`config.mk`:
```
export PLATFORM = sky130hd
export DESIGN_NAME = gpz_top
export DESIGN_NICKNAME = d
export VERILOG_FILES = /design/src/verilog/gpz_pkg.sv /design/src/verilog/gpz_top.sv
export VERILOG_INCLUDE_DIRS = /design/src /design/src/verilog
export SDC_FILE = /design/constraint.sdc
export NUM_CORES = 1
export LEC_CHECK = 0
export BUFFER_PORTS_ARGS = -buffer_cell sky130_fd_sc_hd__buf_2
export CAP_MARGIN = 20
export CORE_MARGIN = 8
export CORE_UTILIZATION = 54
export DETAILED_ROUTE_END_ITERATION = 10
export PLACE_DENSITY = 0.93
export SETUP_SLACK_MARGIN = 0.4
export SYNTH_ARGS = -nofsm -noshare
export SYNTH_HDL_FRONTEND = slang
export SYNTH_SLANG_ARGS = --single-unit
```
`constraint.sdc`:
```
create_clock -name MCLK_I -period 3.15 [get_ports MCLK_I]
set_input_delay 0.1575 -clock MCLK_I [delete_from_list [all_inputs] [get_ports MCLK_I]]
set_output_delay 0.1575 -clock MCLK_I [all_outputs]
set_load 0.01 [all_outputs]
```
`src/verilog/gpz_params.svh`:
```
/*
 * Constants for the port 0..2 GPIO block: addresses, reset values,
 * widths and alternate-function bit positions.
 * Assumes the includer compares a full 32-bit bus address.
 */
// Behaviour
// - every register is read or written as a whole byte or one bit
// - port 0 direction register sets each port 0 pin input or output
// - direction bit 0 enables the output buffer, 1 makes the pin an input
// - port 0 direction resets to 1fh, bits 7 to 5 read zero
// - port 0 pull-up register has bits 4 to 0, resets to 00h
// - pull-up bit 1 connects the resistor, 0 leaves it off
// - port 1 is a 7-bit port with per-pin direction
// - port 1 data holds bits 6 to 0 and resets to 00h
// - port 1 control mode gives pins to serial, uart and interrupt use
// - port 1 bits map to serial in/out/clock, uart 1 and uart 2 lines
// - port 1 direction in port mode; function select picks control mode
// - port 1 direction resets to 7fh, bit 7 reads zero
// - port 1 pull-up register has bits 6 to 0, resets to 00h
// - port 2 is an 8-bit port with per-pin direction
// - port 2 data holds bits 7 to 0 and resets to 00h
// - port 2 control mode gives pins to the timer units
// - port 0 is 5-bit; pins also feed nmi and interrupt requests
`ifndef GPZ_PARAMS_SVH
`define GPZ_PARAMS_SVH

// ------------------------------------------------------------
// register addresses
// ------------------------------------------------------------
`define GPZ_ADDR_P0_DATA   32'hfffff000
`define GPZ_ADDR_P1_DATA   32'hfffff002
`define GPZ_ADDR_P2_DATA   32'hfffff004
`define GPZ_ADDR_P0_DIR    32'hfffff020
`define GPZ_ADDR_P1_DIR    32'hfffff022
`define GPZ_ADDR_P2_DIR    32'hfffff024
`define GPZ_ADDR_P1_FUNC   32'hfffff042
`define GPZ_ADDR_P2_FUNC   32'hfffff044
`define GPZ_ADDR_P0_PU     32'hfffff080
`define GPZ_ADDR_P1_PU     32'hfffff082

// ------------------------------------------------------------
// reset values and widths
// ------------------------------------------------------------
`define GPZ_RST_DATA       8'h00
`define GPZ_RST_P0_DIR     8'h1f
`define GPZ_RST_P1_DIR     8'h7f
`define GPZ_RST_P2_DIR     8'hff
`define GPZ_RST_PU         8'h00
`define GPZ_RST_FUNC       8'h00
`define GPZ_P0_WIDTH       5
`define GPZ_P1_WIDTH       7
`define GPZ_P2_WIDTH       8

// ------------------------------------------------------------
// port 1 alternate-function bit positions
// ------------------------------------------------------------
`define GPZ_B_SER_IN       0
`define GPZ_B_SER_OUT      1
`define GPZ_B_SER_CLK      2
`define GPZ_B_U1_RX        3
`define GPZ_B_U1_TX        4
`define GPZ_B_U2_RX        5
`define GPZ_B_U2_TX        6

`endif

```
`src/verilog/gpz_pkg.sv`:
```
/*
 * Types shared by the port 0..2 GPIO block.
 * Assumes nothing beyond a SystemVerilog compiler.
 */
`default_nettype none
package gpz_pkg;
    // one byte of register data
    typedef logic [7:0] gpz_byte_t;
    // register selected by the bus address, one-hot
    typedef enum logic [10:0] {
        SEL_NONE    = 11'h001,
        SEL_P0_DATA = 11'h002,
        SEL_P1_DATA = 11'h004,
        SEL_P2_DATA = 11'h008,
        SEL_P0_DIR  = 11'h010,
        SEL_P1_DIR  = 11'h020,
        SEL_P2_DIR  = 11'h040,
        SEL_P1_FUNC = 11'h080,
        SEL_P2_FUNC = 11'h100,
        SEL_P0_PU   = 11'h200,
        SEL_P1_PU   = 11'h400
    } gpz_sel_t;
endpackage
`default_nettype wire

```
`src/verilog/gpz_top.sv`:
```
/*
 * GPIO ports 0, 1 and 2: data, direction, pull-up and function-select
 * registers, pin drivers and alternate-function routing.
 * Assumes pins and peripheral signals are synchronous to MCLK_I and
 * that an outside pad resolves pin level from OUT/OE.
 */
`timescale 1ns/10ps
`include "gpz_params.svh"
`default_nettype none
module gpz_top #(
    parameter int P0_W = `GPZ_P0_WIDTH,
    parameter int P1_W = `GPZ_P1_WIDTH,
    parameter int P2_W = `GPZ_P2_WIDTH
) (
    // clock and reset
    input  wire logic              MCLK_I,
    input  wire logic              RESETN_I,
    // register port
    input  wire logic [31:0]       ADDR_I,
    input  wire logic [7:0]        WDATA_I,
    input  wire logic              WR_I,
    input  wire logic              RD_I,
    input  wire logic              BITOP_I,
    input  wire logic [2:0]        BITSEL_I,
    output logic      [7:0]        RDATA_O,
    // port 0 pins
    input  wire logic [P0_W-1:0]   P0_IN_I,
    output logic      [P0_W-1:0]   P0_OUT_O,
    output logic      [P0_W-1:0]   P0_OE_O,
    output logic      [P0_W-1:0]   P0_PULLUP_O,
    output logic      [P0_W-1:0]   P0_IRQ_IN_O,
    // port 1 pins
    input  wire logic [P1_W-1:0]   P1_IN_I,
    output logic      [P1_W-1:0]   P1_OUT_O,
    output logic      [P1_W-1:0]   P1_OE_O,
    output logic      [P1_W-1:0]   P1_PULLUP_O,
    // port 1 peripheral side
    output logic                   SYNC_SERIAL_IN_O,
    input  wire logic              SYNC_SERIAL_OUT_I,
    input  wire logic              SYNC_SERIAL_CLOCK_I,
    input  wire logic              SYNC_SERIAL_CLOCK_OE_I,
    output logic                   SYNC_SERIAL_CLOCK_O,
    output logic                   FIRST_UART_RECEIVE_O,
    output logic                   EXT_INTERRUPT_FOUR_O,
    input  wire logic              FIRST_UART_TRANSMIT_I,
    output logic                   SECOND_UART_RECEIVE_O,
    output logic                   EXT_INTERRUPT_FIVE_O,
    input  wire logic              SECOND_UART_TRANSMIT_I,
    // port 2 pins
    input  wire logic [P2_W-1:0]   P2_IN_I,
    output logic      [P2_W-1:0]   P2_OUT_O,
    output logic      [P2_W-1:0]   P2_OE_O,
    // port 2 timer side
    output logic      [P2_W-1:0]   TIMER_IN_O,
    input  wire logic [P2_W-1:0]   TIMER_OUT_I,
    input  wire logic [P2_W-1:0]   TIMER_OE_I
);

    // ------------------------------------------------------------
    // elaboration checks
    // ------------------------------------------------------------
    // port 1 alternate map is fixed to seven pins, so port 1 and 2 widths are pinned; port 0 may be 1 to 8 bits
    if (P0_W < 1 || P0_W > 8 || P1_W != `GPZ_P1_WIDTH || P2_W != `GPZ_P2_WIDTH) begin : g_chk
        $error("gpz_top: unsupported port width");
    end

    // ------------------------------------------------------------
    // helpers
    // ------------------------------------------------------------
    // byte write replaces all bits; bit write touches only the chosen bit
    function automatic gpz_pkg::gpz_byte_t wr_merge(input gpz_pkg::gpz_byte_t old_v,
                                                    input gpz_pkg::gpz_byte_t new_v,
                                                    input logic bit_op,
                                                    input logic [2:0] bit_n);
        gpz_pkg::gpz_byte_t m;
        m = bit_op ? (8'h01 << bit_n) : 8'hff;
        return (old_v & ~m) | (new_v & m);
    endfunction

    // bit read keeps only the chosen bit in place
    function automatic gpz_pkg::gpz_byte_t rd_shape(input gpz_pkg::gpz_byte_t v,
                                                    input logic bit_op,
                                                    input logic [2:0] bit_n);
        return bit_op ? (v & (8'h01 << bit_n)) : v;
    endfunction

    // ------------------------------------------------------------
    // registers
    // ------------------------------------------------------------
    gpz_pkg::gpz_sel_t sel;
    logic [P0_W-1:0]   p0_data_q;
    logic [P1_W-1:0]   p1_data_q;
    logic [P2_W-1:0]   p2_data_q;
    logic [P0_W-1:0]   p0_dir_q;
    logic [P1_W-1:0]   p1_dir_q;
    logic [P2_W-1:0]   p2_dir_q;
    logic [P1_W-1:0]   p1_func_q;
    logic [P2_W-1:0]   p2_func_q;
    logic [P0_W-1:0]   p0_pu_q;
    logic [P1_W-1:0]   p1_pu_q;
    logic [7:0]        rdata_q;
    logic [7:0]        rd_byte;
    logic [P1_W-1:0]   p1_alt_out;
    logic [P1_W-1:0]   p1_alt_oe;

    // address decode; anything else selects nothing
    always_comb begin
        if (ADDR_I == `GPZ_ADDR_P0_DATA) begin
            sel = gpz_pkg::SEL_P0_DATA;
        end else if (ADDR_I == `GPZ_ADDR_P1_DATA) begin
            sel = gpz_pkg::SEL_P1_DATA;
        end else if (ADDR_I == `GPZ_ADDR_P2_DATA) begin
            sel = gpz_pkg::SEL_P2_DATA;
        end else if (ADDR_I == `GPZ_ADDR_P0_DIR) begin
            sel = gpz_pkg::SEL_P0_DIR;
        end else if (ADDR_I == `GPZ_ADDR_P1_DIR) begin
            sel = gpz_pkg::SEL_P1_DIR;
        end else if (ADDR_I == `GPZ_ADDR_P2_DIR) begin
            sel = gpz_pkg::SEL_P2_DIR;
        end else if (ADDR_I == `GPZ_ADDR_P1_FUNC) begin
            sel = gpz_pkg::SEL_P1_FUNC;
        end else if (ADDR_I == `GPZ_ADDR_P2_FUNC) begin
            sel = gpz_pkg::SEL_P2_FUNC;
        end else if (ADDR_I == `GPZ_ADDR_P0_PU) begin
            sel = gpz_pkg::SEL_P0_PU;
        end else if (ADDR_I == `GPZ_ADDR_P1_PU) begin
            sel = gpz_pkg::SEL_P1_PU;
        end else begin
            sel = gpz_pkg::SEL_NONE;
        end
    end

    // data latches; they hold even while a pin is an input
    always_ff @(posedge MCLK_I or negedge RESETN_I) begin
        if (!RESETN_I) begin
            p0_data_q <= P0_W'(`GPZ_RST_DATA);
            p1_data_q <= P1_W'(`GPZ_RST_DATA);
            p2_data_q <= P2_W'(`GPZ_RST_DATA);
        end else if (WR_I) begin
            if (sel == gpz_pkg::SEL_P0_DATA) begin
                p0_data_q <= P0_W'(wr_merge(8'(p0_data_q), WDATA_I, BITOP_I, BITSEL_I));
            end
            if (sel == gpz_pkg::SEL_P1_DATA) begin
                p1_data_q <= P1_W'(wr_merge(8'(p1_data_q), WDATA_I, BITOP_I, BITSEL_I));
            end
            if (sel == gpz_pkg::SEL_P2_DATA) begin
                p2_data_q <= P2_W'(wr_merge(8'(p2_data_q), WDATA_I, BITOP_I, BITSEL_I));
            end
        end
    end

    // direction registers; truncation drops writes to missing bits
    always_ff @(posedge MCLK_I or negedge RESETN_I) begin
        if (!RESETN_I) begin
            p0_dir_q <= P0_W'(`GPZ_RST_P0_DIR);
            p1_dir_q <= P1_W'(`GPZ_RST_P1_DIR);
            p2_dir_q <= P2_W'(`GPZ_RST_P2_DIR);
        end else if (WR_I) begin
            if (sel == gpz_pkg::SEL_P0_DIR) begin
                p0_dir_q <= P0_W'(wr_merge(8'(p0_dir_q), WDATA_I, BITOP_I, BITSEL_I));
            end
            if (sel == gpz_pkg::SEL_P1_DIR) begin
                p1_dir_q <= P1_W'(wr_merge(8'(p1_dir_q), WDATA_I, BITOP_I, BITSEL_I));
            end
            if (sel == gpz_pkg::SEL_P2_DIR) begin
                p2_dir_q <= P2_W'(wr_merge(8'(p2_dir_q), WDATA_I, BITOP_I, BITSEL_I));
            end
        end
    end

    // function select: a set bit hands the pin to its peripheral
    always_ff @(posedge MCLK_I or negedge RESETN_I) begin
        if (!RESETN_I) begin
            p1_func_q <= P1_W'(`GPZ_RST_FUNC);
            p2_func_q <= P2_W'(`GPZ_RST_FUNC);
        end else if (WR_I) begin
            if (sel == gpz_pkg::SEL_P1_FUNC) begin
                p1_func_q <= P1_W'(wr_merge(8'(p1_func_q), WDATA_I, BITOP_I, BITSEL_I));
            end
            if (sel == gpz_pkg::SEL_P2_FUNC) begin
                p2_func_q <= P2_W'(wr_merge(8'(p2_func_q), WDATA_I, BITOP_I, BITSEL_I));
            end
        end
    end

    // pull-up enables
    always_ff @(posedge MCLK_I or negedge RESETN_I) begin
        if (!RESETN_I) begin
            p0_pu_q <= P0_W'(`GPZ_RST_PU);
            p1_pu_q <= P1_W'(`GPZ_RST_PU);
        end else if (WR_I) begin
            if (sel == gpz_pkg::SEL_P0_PU) begin
                p0_pu_q <= P0_W'(wr_merge(8'(p0_pu_q), WDATA_I, BITOP_I, BITSEL_I));
            end
            if (sel == gpz_pkg::SEL_P1_PU) begin
                p1_pu_q <= P1_W'(wr_merge(8'(p1_pu_q), WDATA_I, BITOP_I, BITSEL_I));
            end
        end
    end

    // ------------------------------------------------------------
    // read path
    // ------------------------------------------------------------
    // data reads mix pin level (input pins) and latch (output pins)
    always_comb begin
        rd_byte = 8'h00;
        case (sel)
            gpz_pkg::SEL_P0_DATA: rd_byte = 8'((p0_dir_q & P0_IN_I) | (~p0_dir_q & p0_data_q));
            gpz_pkg::SEL_P1_DATA: rd_byte = 8'((p1_dir_q & P1_IN_I) | (~p1_dir_q & p1_data_q));
            gpz_pkg::SEL_P2_DATA: rd_byte = 8'((p2_dir_q & P2_IN_I) | (~p2_dir_q & p2_data_q));
            gpz_pkg::SEL_P0_DIR:  rd_byte = 8'(p0_dir_q);
            gpz_pkg::SEL_P1_DIR:  rd_byte = 8'(p1_dir_q);
            gpz_pkg::SEL_P2_DIR:  rd_byte = 8'(p2_dir_q);
            gpz_pkg::SEL_P1_FUNC: rd_byte = 8'(p1_func_q);
            gpz_pkg::SEL_P2_FUNC: rd_byte = 8'(p2_func_q);
            gpz_pkg::SEL_P0_PU:   rd_byte = 8'(p0_pu_q);
            gpz_pkg::SEL_P1_PU:   rd_byte = 8'(p1_pu_q);
            default:              rd_byte = 8'h00;
        endcase
    end

    // read data stands for exactly one cycle after the strobe
    always_ff @(posedge MCLK_I or negedge RESETN_I) begin
        if (!RESETN_I) begin
            rdata_q <= 8'h00;
        end else if (RD_I) begin
            rdata_q <= rd_shape(rd_byte, BITOP_I, BITSEL_I);
        end else begin
            rdata_q <= 8'h00;
        end
    end
    assign RDATA_O = rdata_q;

    // ------------------------------------------------------------
    // pins
    // ------------------------------------------------------------
    // port 0 alternates are inputs only, so the pin stays a plain port
    assign P0_OUT_O    = p0_data_q;
    assign P0_OE_O     = ~p0_dir_q;
    assign P0_PULLUP_O = p0_pu_q;
    assign P0_IRQ_IN_O = P0_IN_I;

    // port 1 peripheral outputs; input-only functions never drive
    always_comb begin
        p1_alt_out = '0;
        p1_alt_oe  = '0;
        p1_alt_out[`GPZ_B_SER_OUT] = SYNC_SERIAL_OUT_I;
        p1_alt_oe[`GPZ_B_SER_OUT]  = 1'b1;
        p1_alt_out[`GPZ_B_SER_CLK] = SYNC_SERIAL_CLOCK_I;
        p1_alt_oe[`GPZ_B_SER_CLK]  = SYNC_SERIAL_CLOCK_OE_I;
        p1_alt_out[`GPZ_B_U1_TX]   = FIRST_UART_TRANSMIT_I;
        p1_alt_oe[`GPZ_B_U1_TX]    = 1'b1;
        p1_alt_out[`GPZ_B_U2_TX]   = SECOND_UART_TRANSMIT_I;
        p1_alt_oe[`GPZ_B_U2_TX]    = 1'b1;
    end

    // control mode swaps the port latch and direction for the peripheral
    assign P1_OUT_O    = (p1_func_q & p1_alt_out) | (~p1_func_q & p1_data_q);
    assign P1_OE_O     = (p1_func_q & p1_alt_oe) | (~p1_func_q & ~p1_dir_q);
    assign P1_PULLUP_O = p1_pu_q;

    // receivers see the pin in either mode; gating is the peripheral's job
    assign SYNC_SERIAL_IN_O      = P1_IN_I[`GPZ_B_SER_IN];
    assign SYNC_SERIAL_CLOCK_O   = P1_IN_I[`GPZ_B_SER_CLK];
    assign FIRST_UART_RECEIVE_O  = P1_IN_I[`GPZ_B_U1_RX];
    assign EXT_INTERRUPT_FOUR_O  = P1_IN_I[`GPZ_B_U1_RX];
    assign SECOND_UART_RECEIVE_O = P1_IN_I[`GPZ_B_U2_RX];
    assign EXT_INTERRUPT_FIVE_O  = P1_IN_I[`GPZ_B_U2_RX];

    // port 2 timer pins
    assign P2_OUT_O   = (p2_func_q & TIMER_OUT_I) | (~p2_func_q & p2_data_q);
    assign P2_OE_O    = (p2_func_q & TIMER_OE_I) | (~p2_func_q & ~p2_dir_q);
    assign TIMER_IN_O = P2_IN_I;

    // ------------------------------------------------------------
    // assertions
    // ------------------------------------------------------------
    a_p0dir_reset: assert property (@(posedge MCLK_I) disable iff (!RESETN_I)
        $rose(RESETN_I) |-> (8'(p0_dir_q) == `GPZ_RST_P0_DIR))
        else $error("port 0 direction not at reset value");

    a_p1dir_reset: assert property (@(posedge MCLK_I) disable iff (!RESETN_I)
        $rose(RESETN_I) |-> (8'(p1_dir_q) == `GPZ_RST_P1_DIR) && (p1_data_q == '0))
        else $error("port 1 direction or data not at reset value");

    a_pullup_reset: assert property (@(posedge MCLK_I) disable iff (!RESETN_I)
        $rose(RESETN_I) |-> (p0_pu_q == '0) && (p1_pu_q == '0) && (P1_PULLUP_O == '0))
        else $error("pull-up enables not cleared by reset");

    a_byte_write: assert property (@(posedge MCLK_I) disable iff (!RESETN_I)
        (WR_I && !BITOP_I && sel == gpz_pkg::SEL_P1_DATA)
        |=> (p1_data_q == P1_W'($past(WDATA_I))))
        else $error("port 1 byte write not stored");

    a_bit_write: assert property (@(posedge MCLK_I) disable iff (!RESETN_I)
        (WR_I && BITOP_I && sel == gpz_pkg::SEL_P2_DATA)
        |=> (((p2_data_q ^ $past(p2_data_q)) & ~(8'h01 << $past(BITSEL_I))) == 8'h00)
            && (((p2_data_q ^ $past(WDATA_I)) & (8'h01 << $past(BITSEL_I))) == 8'h00))
        else $error("port 2 bit write disturbed other bits");

    a_dir_to_oe: assert property (@(posedge MCLK_I) disable iff (!RESETN_I)
        (WR_I && !BITOP_I && sel == gpz_pkg::SEL_P0_DIR)
        |=> (P0_OE_O == ~P0_W'($past(WDATA_I))))
        else $error("port 0 output enable does not follow direction");

    a_pin_readback: assert property (@(posedge MCLK_I) disable iff (!RESETN_I)
        (RD_I && !BITOP_I && sel == gpz_pkg::SEL_P1_DATA)
        |=> (RDATA_O == {1'b0, ($past(p1_dir_q) & $past(P1_IN_I))
                              | (~$past(p1_dir_q) & $past(p1_data_q))}))
        else $error("port 1 data read wrong");

    a_reserved_zero: assert property (@(posedge MCLK_I) disable iff (!RESETN_I)
        (RD_I && sel == gpz_pkg::SEL_P0_DIR) ##1 (RD_I && sel == gpz_pkg::SEL_P1_PU)
        |-> (RDATA_O[7:5] == 3'h0) ##1 (RDATA_O[7] == 1'b0))
        else $error("unimplemented bits read nonzero");

    a_read_once: assert property (@(posedge MCLK_I) disable iff (!RESETN_I)
        !RD_I |=> (RDATA_O == 8'h00))
        else $error("read data held past its cycle");

    a_uart_map: assert property (@(posedge MCLK_I) disable iff (!RESETN_I)
        p1_func_q[`GPZ_B_U1_TX] |-> P1_OE_O[`GPZ_B_U1_TX]
            && (P1_OUT_O[`GPZ_B_U1_TX] == FIRST_UART_TRANSMIT_I)
            && (EXT_INTERRUPT_FOUR_O == P1_IN_I[`GPZ_B_U1_RX]))
        else $error("first uart pin mapping broken");

    a_timer_sel: assert property (@(posedge MCLK_I) disable iff (!RESETN_I)
        (WR_I && !BITOP_I && sel == gpz_pkg::SEL_P2_FUNC && WDATA_I == 8'hff)
        |=> (P2_OE_O == TIMER_OE_I) && (P2_OUT_O == TIMER_OUT_I))
        else $error("port 2 not handed to timers");

    // bit read zeroes other bits
    a_bit_read: assert property (@(posedge MCLK_I) disable iff (!RESETN_I)
        (RD_I && BITOP_I) |=> ((RDATA_O & ~(8'h01 << $past(BITSEL_I))) == 8'h00))
        else $error("bit read leaked other bits");

    // unmapped reads give zero
    a_unmapped_read: assert property (@(posedge MCLK_I) disable iff (!RESETN_I)
        (RD_I && sel == gpz_pkg::SEL_NONE) |=> (RDATA_O == 8'h00))
        else $error("unmapped read nonzero");

    // pull-up pins follow a byte write
    a_pullup_write: assert property (@(posedge MCLK_I) disable iff (!RESETN_I)
        (WR_I && !BITOP_I && sel == gpz_pkg::SEL_P0_PU)
        |=> (P0_PULLUP_O == P0_W'($past(WDATA_I))))
        else $error("port 0 pull-up wrong");

    // bit write sets the chosen enable to the inverted data bit
    a_p2_bit_oe: assert property (@(posedge MCLK_I) disable iff (!RESETN_I)
        (WR_I && BITOP_I && sel == gpz_pkg::SEL_P2_DIR && p2_func_q == '0)
        |=> (((P2_OE_O ^ ~$past(WDATA_I)) & (8'h01 << $past(BITSEL_I))) == 8'h00))
        else $error("port 2 bit enable wrong");

    // port mode again after control mode
    a_p1_port_mode: assert property (@(posedge MCLK_I) disable iff (!RESETN_I)
        (WR_I && !BITOP_I && sel == gpz_pkg::SEL_P1_FUNC && WDATA_I == 8'h00)
        |=> (P1_OE_O == ~p1_dir_q))
        else $error("port 1 not in port mode");

    // main scenarios
    c_bit_write: cover property (@(posedge MCLK_I) disable iff (!RESETN_I)
        WR_I && BITOP_I && sel == gpz_pkg::SEL_P1_DIR);
    c_input_read: cover property (@(posedge MCLK_I) disable iff (!RESETN_I)
        RD_I && sel == gpz_pkg::SEL_P2_DATA && p2_dir_q != '0);
    c_uart_mode: cover property (@(posedge MCLK_I) disable iff (!RESETN_I)
        p1_func_q[`GPZ_B_U2_TX] && P1_OE_O[`GPZ_B_U2_TX]);
    c_back_to_back: cover property (@(posedge MCLK_I) disable iff (!RESETN_I)
        WR_I ##1 RD_I);
    c_timer_mode: cover property (@(posedge MCLK_I) disable iff (!RESETN_I)
        p2_func_q != '0 && TIMER_OE_I != '0);

endmodule
`default_nettype wire

```
==> metrics.cfg, run 1 <==
[clock_network]
clkTransAtPathRegs_ns=0.08
htree_levels=3
postCtsSetupBuffers=0
clkLatencyLatePin_ns=0.35
cts_root_buffer=clkbuf_8
cts_hold_buffers=0
cts_tree=yes
cts.sinks=75
clock_path_buffers=2
cts_resized=0
cts_inserted_buffers=9

[routing]
drt_iter0_markers=430
routed_wirelength_um=15000
viasPerCell=6.30
vias=4435
first_pass_iters=5
wl_per_cell_um=21.3
drc=0
postRouteAntennaNets=0

[synth]
synth-adder-area-share_pct=0
yosysSeqAreaShare_pct=41.4
yosys.area_share.simple_pct=19.8
synth_top_family_by_area=multiplexers
synth_cell_type_count=46
synthesis.area_sq_um=4590
syn_area_per_cell_sq_um=10.3
synth_edf_count=0
synth_area_leader_cell=dfrtp_1
synthXorXnorAreaFrac_pct=0
synth_mux_area_share_pct=21.3
yosysWarnings=0
synthCells=447
synth.most_common_cell=mux2_2
synth_area_leaders=dfrtp_1 (30%), mux2_2 (19%), dfstp_2 (11%), nor3_1 (4.7%), buf_4 (3.9%)
synth-compound-area-share_pct=10.8
synth.ff_latch_count=75
postSynth.asyncResetShare_pct=100
netlist_top_cells_count=mux2_2 (79), dfrtp_1 (55), nor3_1 (43)
yosys_most_used_dff=dfrtp_1
synth_nets=536
synth_top_cell_area_share_pct=30.0

[critical_path]
crit_arrival_ns=2.14
required_ns=3.38
slowest_delay_ns=0.39
cpMaxStageDelayCell=nor4b_2
reg2reg_slack_ns=1.52
crit_chain=buf_2 -> nor4b_2 -> buf_4 -> nand2_1 -> nor3_1 -> mux2_2
cpLargestDelayFamily=simple AND/OR/NAND/NOR gates
critPathLaunchType=input pin
path_buf_inv=2
endpoint_kind=flop
crit_type=input pin to flop
critPathMaxFanout=18

[layout]
area_growth_syn_to_layout_pct=20.8
fin_nets=683
drive_gt1_share_pct=49.9
fill_cells=637
final_util_pct=67.5
diodes=0
multi_input_area_sq_um=2390
seq_area_sq_um=1900

[floorplanning]
ios=168
initial_core_util_pct=55.9
die_y_um=108
core_area_sq_um=8220
core.rowCount=33
fp.dieArea_sq_um=11700
die_x_um=108

[grt]
grt_first_pass_wirelength_um=23300
antenna_found_initial=0
grt_pass1_vias=4604
grt.overflow.total=0
grt_max_degree=76
grt_usage_pct=25.4

[placed_design]
routabilityCongestion=0.935
post-dp-hpwl_um=11100
port_buffers=167

[power]
irDropWorstVdd_mv=0.200
p_leak_nw=2.50
p_per_area_nw_per_um2=332

[timing]
post-route-period-util_pct=60.4
worst_slew_pin_slew_ns=1.00
rsz0062_at_grt=no
min_period_ns=1.90
slew_headroom_pct=33.0
max_freq_mhz=525
finClkSkew_ns=0.00677
hold_violations=0
tns_ns=0
final_max_slew_viol_count=0
setup_violations=0

[run_status]
status=finished, final reports clean

[run]
maxCapViolations=0

[hold_path]
hold_class=input pin to async pin

logic make-up (layout without fill, tap and decap cells):
kind of cell / Yosys count / after routing
flops: 75 / 75
compound gates: 73 / 73
simple gates: 161 / 161
buf+inv: 51 / 203
mux: 87 / 87
through the flow:
| step | std cells | setup WS (ns) | hold WS, ns | power, mW | instance area (sq um) |
|---|---|---|---|---|---|
| floorplan | 447 | 1.42 | -0.138 | 1.07 | 4590 |
| global placement | 688 | 1.04 | 0.418 | 1.17 | 5370 |
| detailed placement | 688 | 0.962 | 0.432 | 1.18 | 5370 |
| CTS | 704 | 1.30 | 0.0665 | 1.84 | 5550 |
| global route | 704 | 1.15 | 0.0655 | 1.90 | 5550 |
| finish | 704 | 1.25 | 0.0362 | 1.84 | 5550 |
worst register-to-register path, stage by stage, from the launching register on:
cell	delay, ns
dfstp_2	0.56
mux2_2	0.35
a22oi_1	0.15
a311oi_1	0.11
a211oi_1	0.23
nor3_1	0.09
layout by cell type (no fill, tap or decap), types with 7 or more instances in the layout:
master	count
o211ai_1	7
a21oi_1	10
inv_1	10
a22oi_1	8
nand3_1	7
mux2_2	79
nand2b_1	10
o21ai_0	17
dfstp_2	20
nand2_1	28
nand3b_1	7
dfrtp_1	55
nor2_1	36
nor3_1	43
clkbuf_8	11
buf_4	10
buf_2	167
cell type report:
cell class,count,area share (%)
Multi-Input combinational cell,321,43.1
Sequential cell,75,34.3
Clock inverter,2,0.181
Clock buffer,14,2.93
Timing Repair Buffer,177,16.4
Tap cell,105,2.37
Inverter,10,0.677
power breakdown:
part	total (mW)	switching [mW]	internal [mW]	leakage (nW)
logic	0.199	0.128	0.0708	1.43
registers	0.964	0.00000000436	0.964	0.975
clock network	0.676	0.347	0.328	0.0905
per-layer routing:
layer	vias to the layer above	track usage [%]	wire length [um]
met5	-	0	0
met4	0	13.1	531
met3	54	7.20	1830
met2	328	40.5	7080
met1	2130	30.5	5530
li1	1923	-	-
final timing paths:
path / to / cells after the start / startpoint
worst max-delay path: flop / 6 / ADDR_I[5]
worst min-delay path: async pin / 2 / RESETN_I
worst min register to register: flop / 1 / flop
max in group asynchronous: async pin / 2 / RESETN_I
worst max register to register: RDATA_O[3] / 5 / flop
min in group MCLK_I: RDATA_O[7] / 3 / RD_I
Note: power is estimated with default switching activity, not from simulation.
==> run 2, diff against run 1 <==
- CORE_UTILIZATION: 54 -> 50
- PLACE_DENSITY: 0.93 -> 0.88
- clock period: 3.15 -> 1.8 ns (I/O delays scaled with it)
==> metrics.cfg, run 2 (synthesis gave the netlist of run 1 again) <==
[grt]
antenna_found_initial=1  ; +1
top_usage_layer=met2
grt_usage_pct=24.6  ; -0.72 points
grtUsageMet3_pct=7.09  ; -0.11 points
grt.overflow.total=0  ; unchanged
grt_first_pass_wirelength_um=24800  ; +6.5%
grt_pass1_vias=4755  ; +3.3%
grt_max_degree=76  ; unchanged
grt_util_met2_pct=41.1  ; +0.57 points
grt.met1_usage_pct=28.4  ; -2.1 points

[routing]
postRouteAntennaNets=0  ; unchanged
vias=4983  ; +12%
first_pass_iters=8  ; +3
drc=0  ; unchanged
routed_wirelength_um=19200  ; +28%
viasPerCell=6.53  ; +3.7%
drt_iter0_markers=457  ; +6.3%
wl_per_cell_um=25.2  ; +19%

[power]
p_leak_nw=3.16  ; +26%
p_per_area_nw_per_um2=481  ; +45%
irDropWorstVdd_mv=0.441  ; +120%

[critical_path]
crit_type=flop to flop
worstRegToRegCells=5  ; unchanged
critPathLaunchType=flop
critPathMaxFanout=3  ; -15
crit_arrival_ns=1.85  ; -0.29 ns
required_ns=2.01  ; -1.37 ns
crit_end=RDATA_O[4]
reg2reg_slack_ns=0.16  ; -1.36 ns
r2r-end=RDATA_O[4]
endpoint_kind=flop

[layout]
fin_nets=735  ; +7.6%
final_cell_mix=buf_2 (165), mux2_4 (57), dfrtp_1 (52)
final_util_pct=77.2  ; +9.7 points
drive_gt1_share_pct=66.1  ; +16 points
layout_commonest_cell=buf_2
area_growth_syn_to_layout_pct=52.4

[clock_network]
clock_path_buffers=2  ; unchanged
htree_levels=3  ; unchanged
clkTransAtPathRegs_ns=0.09  ; about the same
cts_inserted_buffers=9  ; unchanged
cts_tree=yes
clkLatencyLatePin_ns=0.37  ; +0.02 ns
cts.sinks=75  ; unchanged
cts_root_buffer=clkbuf_8

[floorplanning]
initial_core_util_pct=50.6  ; -5.2 points
die_y_um=112  ; +3.3%
die_x_um=112  ; +3.3%
fp.dieArea_sq_um=12500  ; +6.8%
ios=168  ; unchanged
core.rowCount=35  ; +6.1%
core_area_sq_um=9060  ; +10%

[placed_design]
routabilityCongestion=0.907  ; -3.0%
port_buffers=167  ; unchanged
place_ws_ns=-0.0323  ; -0.994 ns
post-dp-hpwl_um=11400  ; +3.4%

[timing]
worst_slew_pin_slew_ns=0.989  ; -0.0160 ns
tns_ns=0  ; unchanged
timing.final.ws_setup_ns=0.163  ; -1.08 ns
min_period_ns=1.64
max_freq_mhz=611
post-route-period-util_pct=90.9
setup_violations=0  ; unchanged
slew_headroom_pct=33.9  ; +0.86 points
final_max_slew_viol_count=0  ; unchanged
finClkSkew_ns=0.00585  ; -0.000920 ns
hold_violations=0  ; unchanged
rsz0062_at_grt=yes

[run]
maxCapViolations=0  ; unchanged

[run_status]
status=finished, final reports clean

[hold_path]
hold_class=input pin to flop
worstHoldStart=WDATA_I[6]

run 2: power by group:
part / total (mW) / switching [mW] / internal, mW
combinational: 0.464 / 0.299 / 0.165
clock: 1.22 / 0.718 / 0.498
sequential: 1.69 / 0.00000000831 / 1.69
total: 3.37 / 1.02 / 2.35
run 2: worst min-delay path by stage:
stage	endpoint	slack, ns	depth (start not counted)
after floorplan	RDATA_O[0]	-0.21	0
after global placement	async pin	0.15	2
after detailed placement	async pin	0.16	2
after CTS	flop	0.03	2
after global routing	flop	0.08	2
final	flop	0.07	2
run 2: repair_timing:
item,in CTS,in global routing
setup endpoints to repair,21,63
gates cloned,0,6
hold buffers,3,0
setup buffers,5,17
resized for setup,19,150
pin swaps,4,42
hold endpoints to repair,58,0
run 2: per-layer routing:
metal	part of all wire (%)	wire length [um]
met5	0.068	13
met4	5.2	1010
met3	11	2160
met2	49	9520
met1	34	6540
run 2: layout make-up:
type | instances | area, sq um
clock buffers | 10 | 128
clock inverters | 6 | 42.5
well taps | 111 | 139
multi-input cells | 321 | 3260
repair buffers | 229 | 1480
inverters | 10 | 37.5
flip-flops and latches | 75 | 1910
fillers | 537 | 2070
diodes | 1 | 2.50
run 2: worst max-delay path: stages, from the launching register on:
cell and delay, ns:
dfstp_2 0.56, mux2_2 0.36, a22oi_2 0.15, a311oi_1 0.11, a211oi_1 0.20, nor3_1 0.10
run 2: stage by stage:
stage | total power [mW] | hold slack [ns] | cells | instance area, sq um
floorplan | 1.89 | -0.206 | 447 | 4890
global placement | 2.09 | 0.147 | 715 | 5790
detailed placement | 2.10 | 0.158 | 715 | 5790
CTS | 3.27 | 0.0294 | 739 | 6120
global route | 3.44 | 0.0799 | 762 | 6990
finish | 3.37 | 0.0654 | 763 | 7000
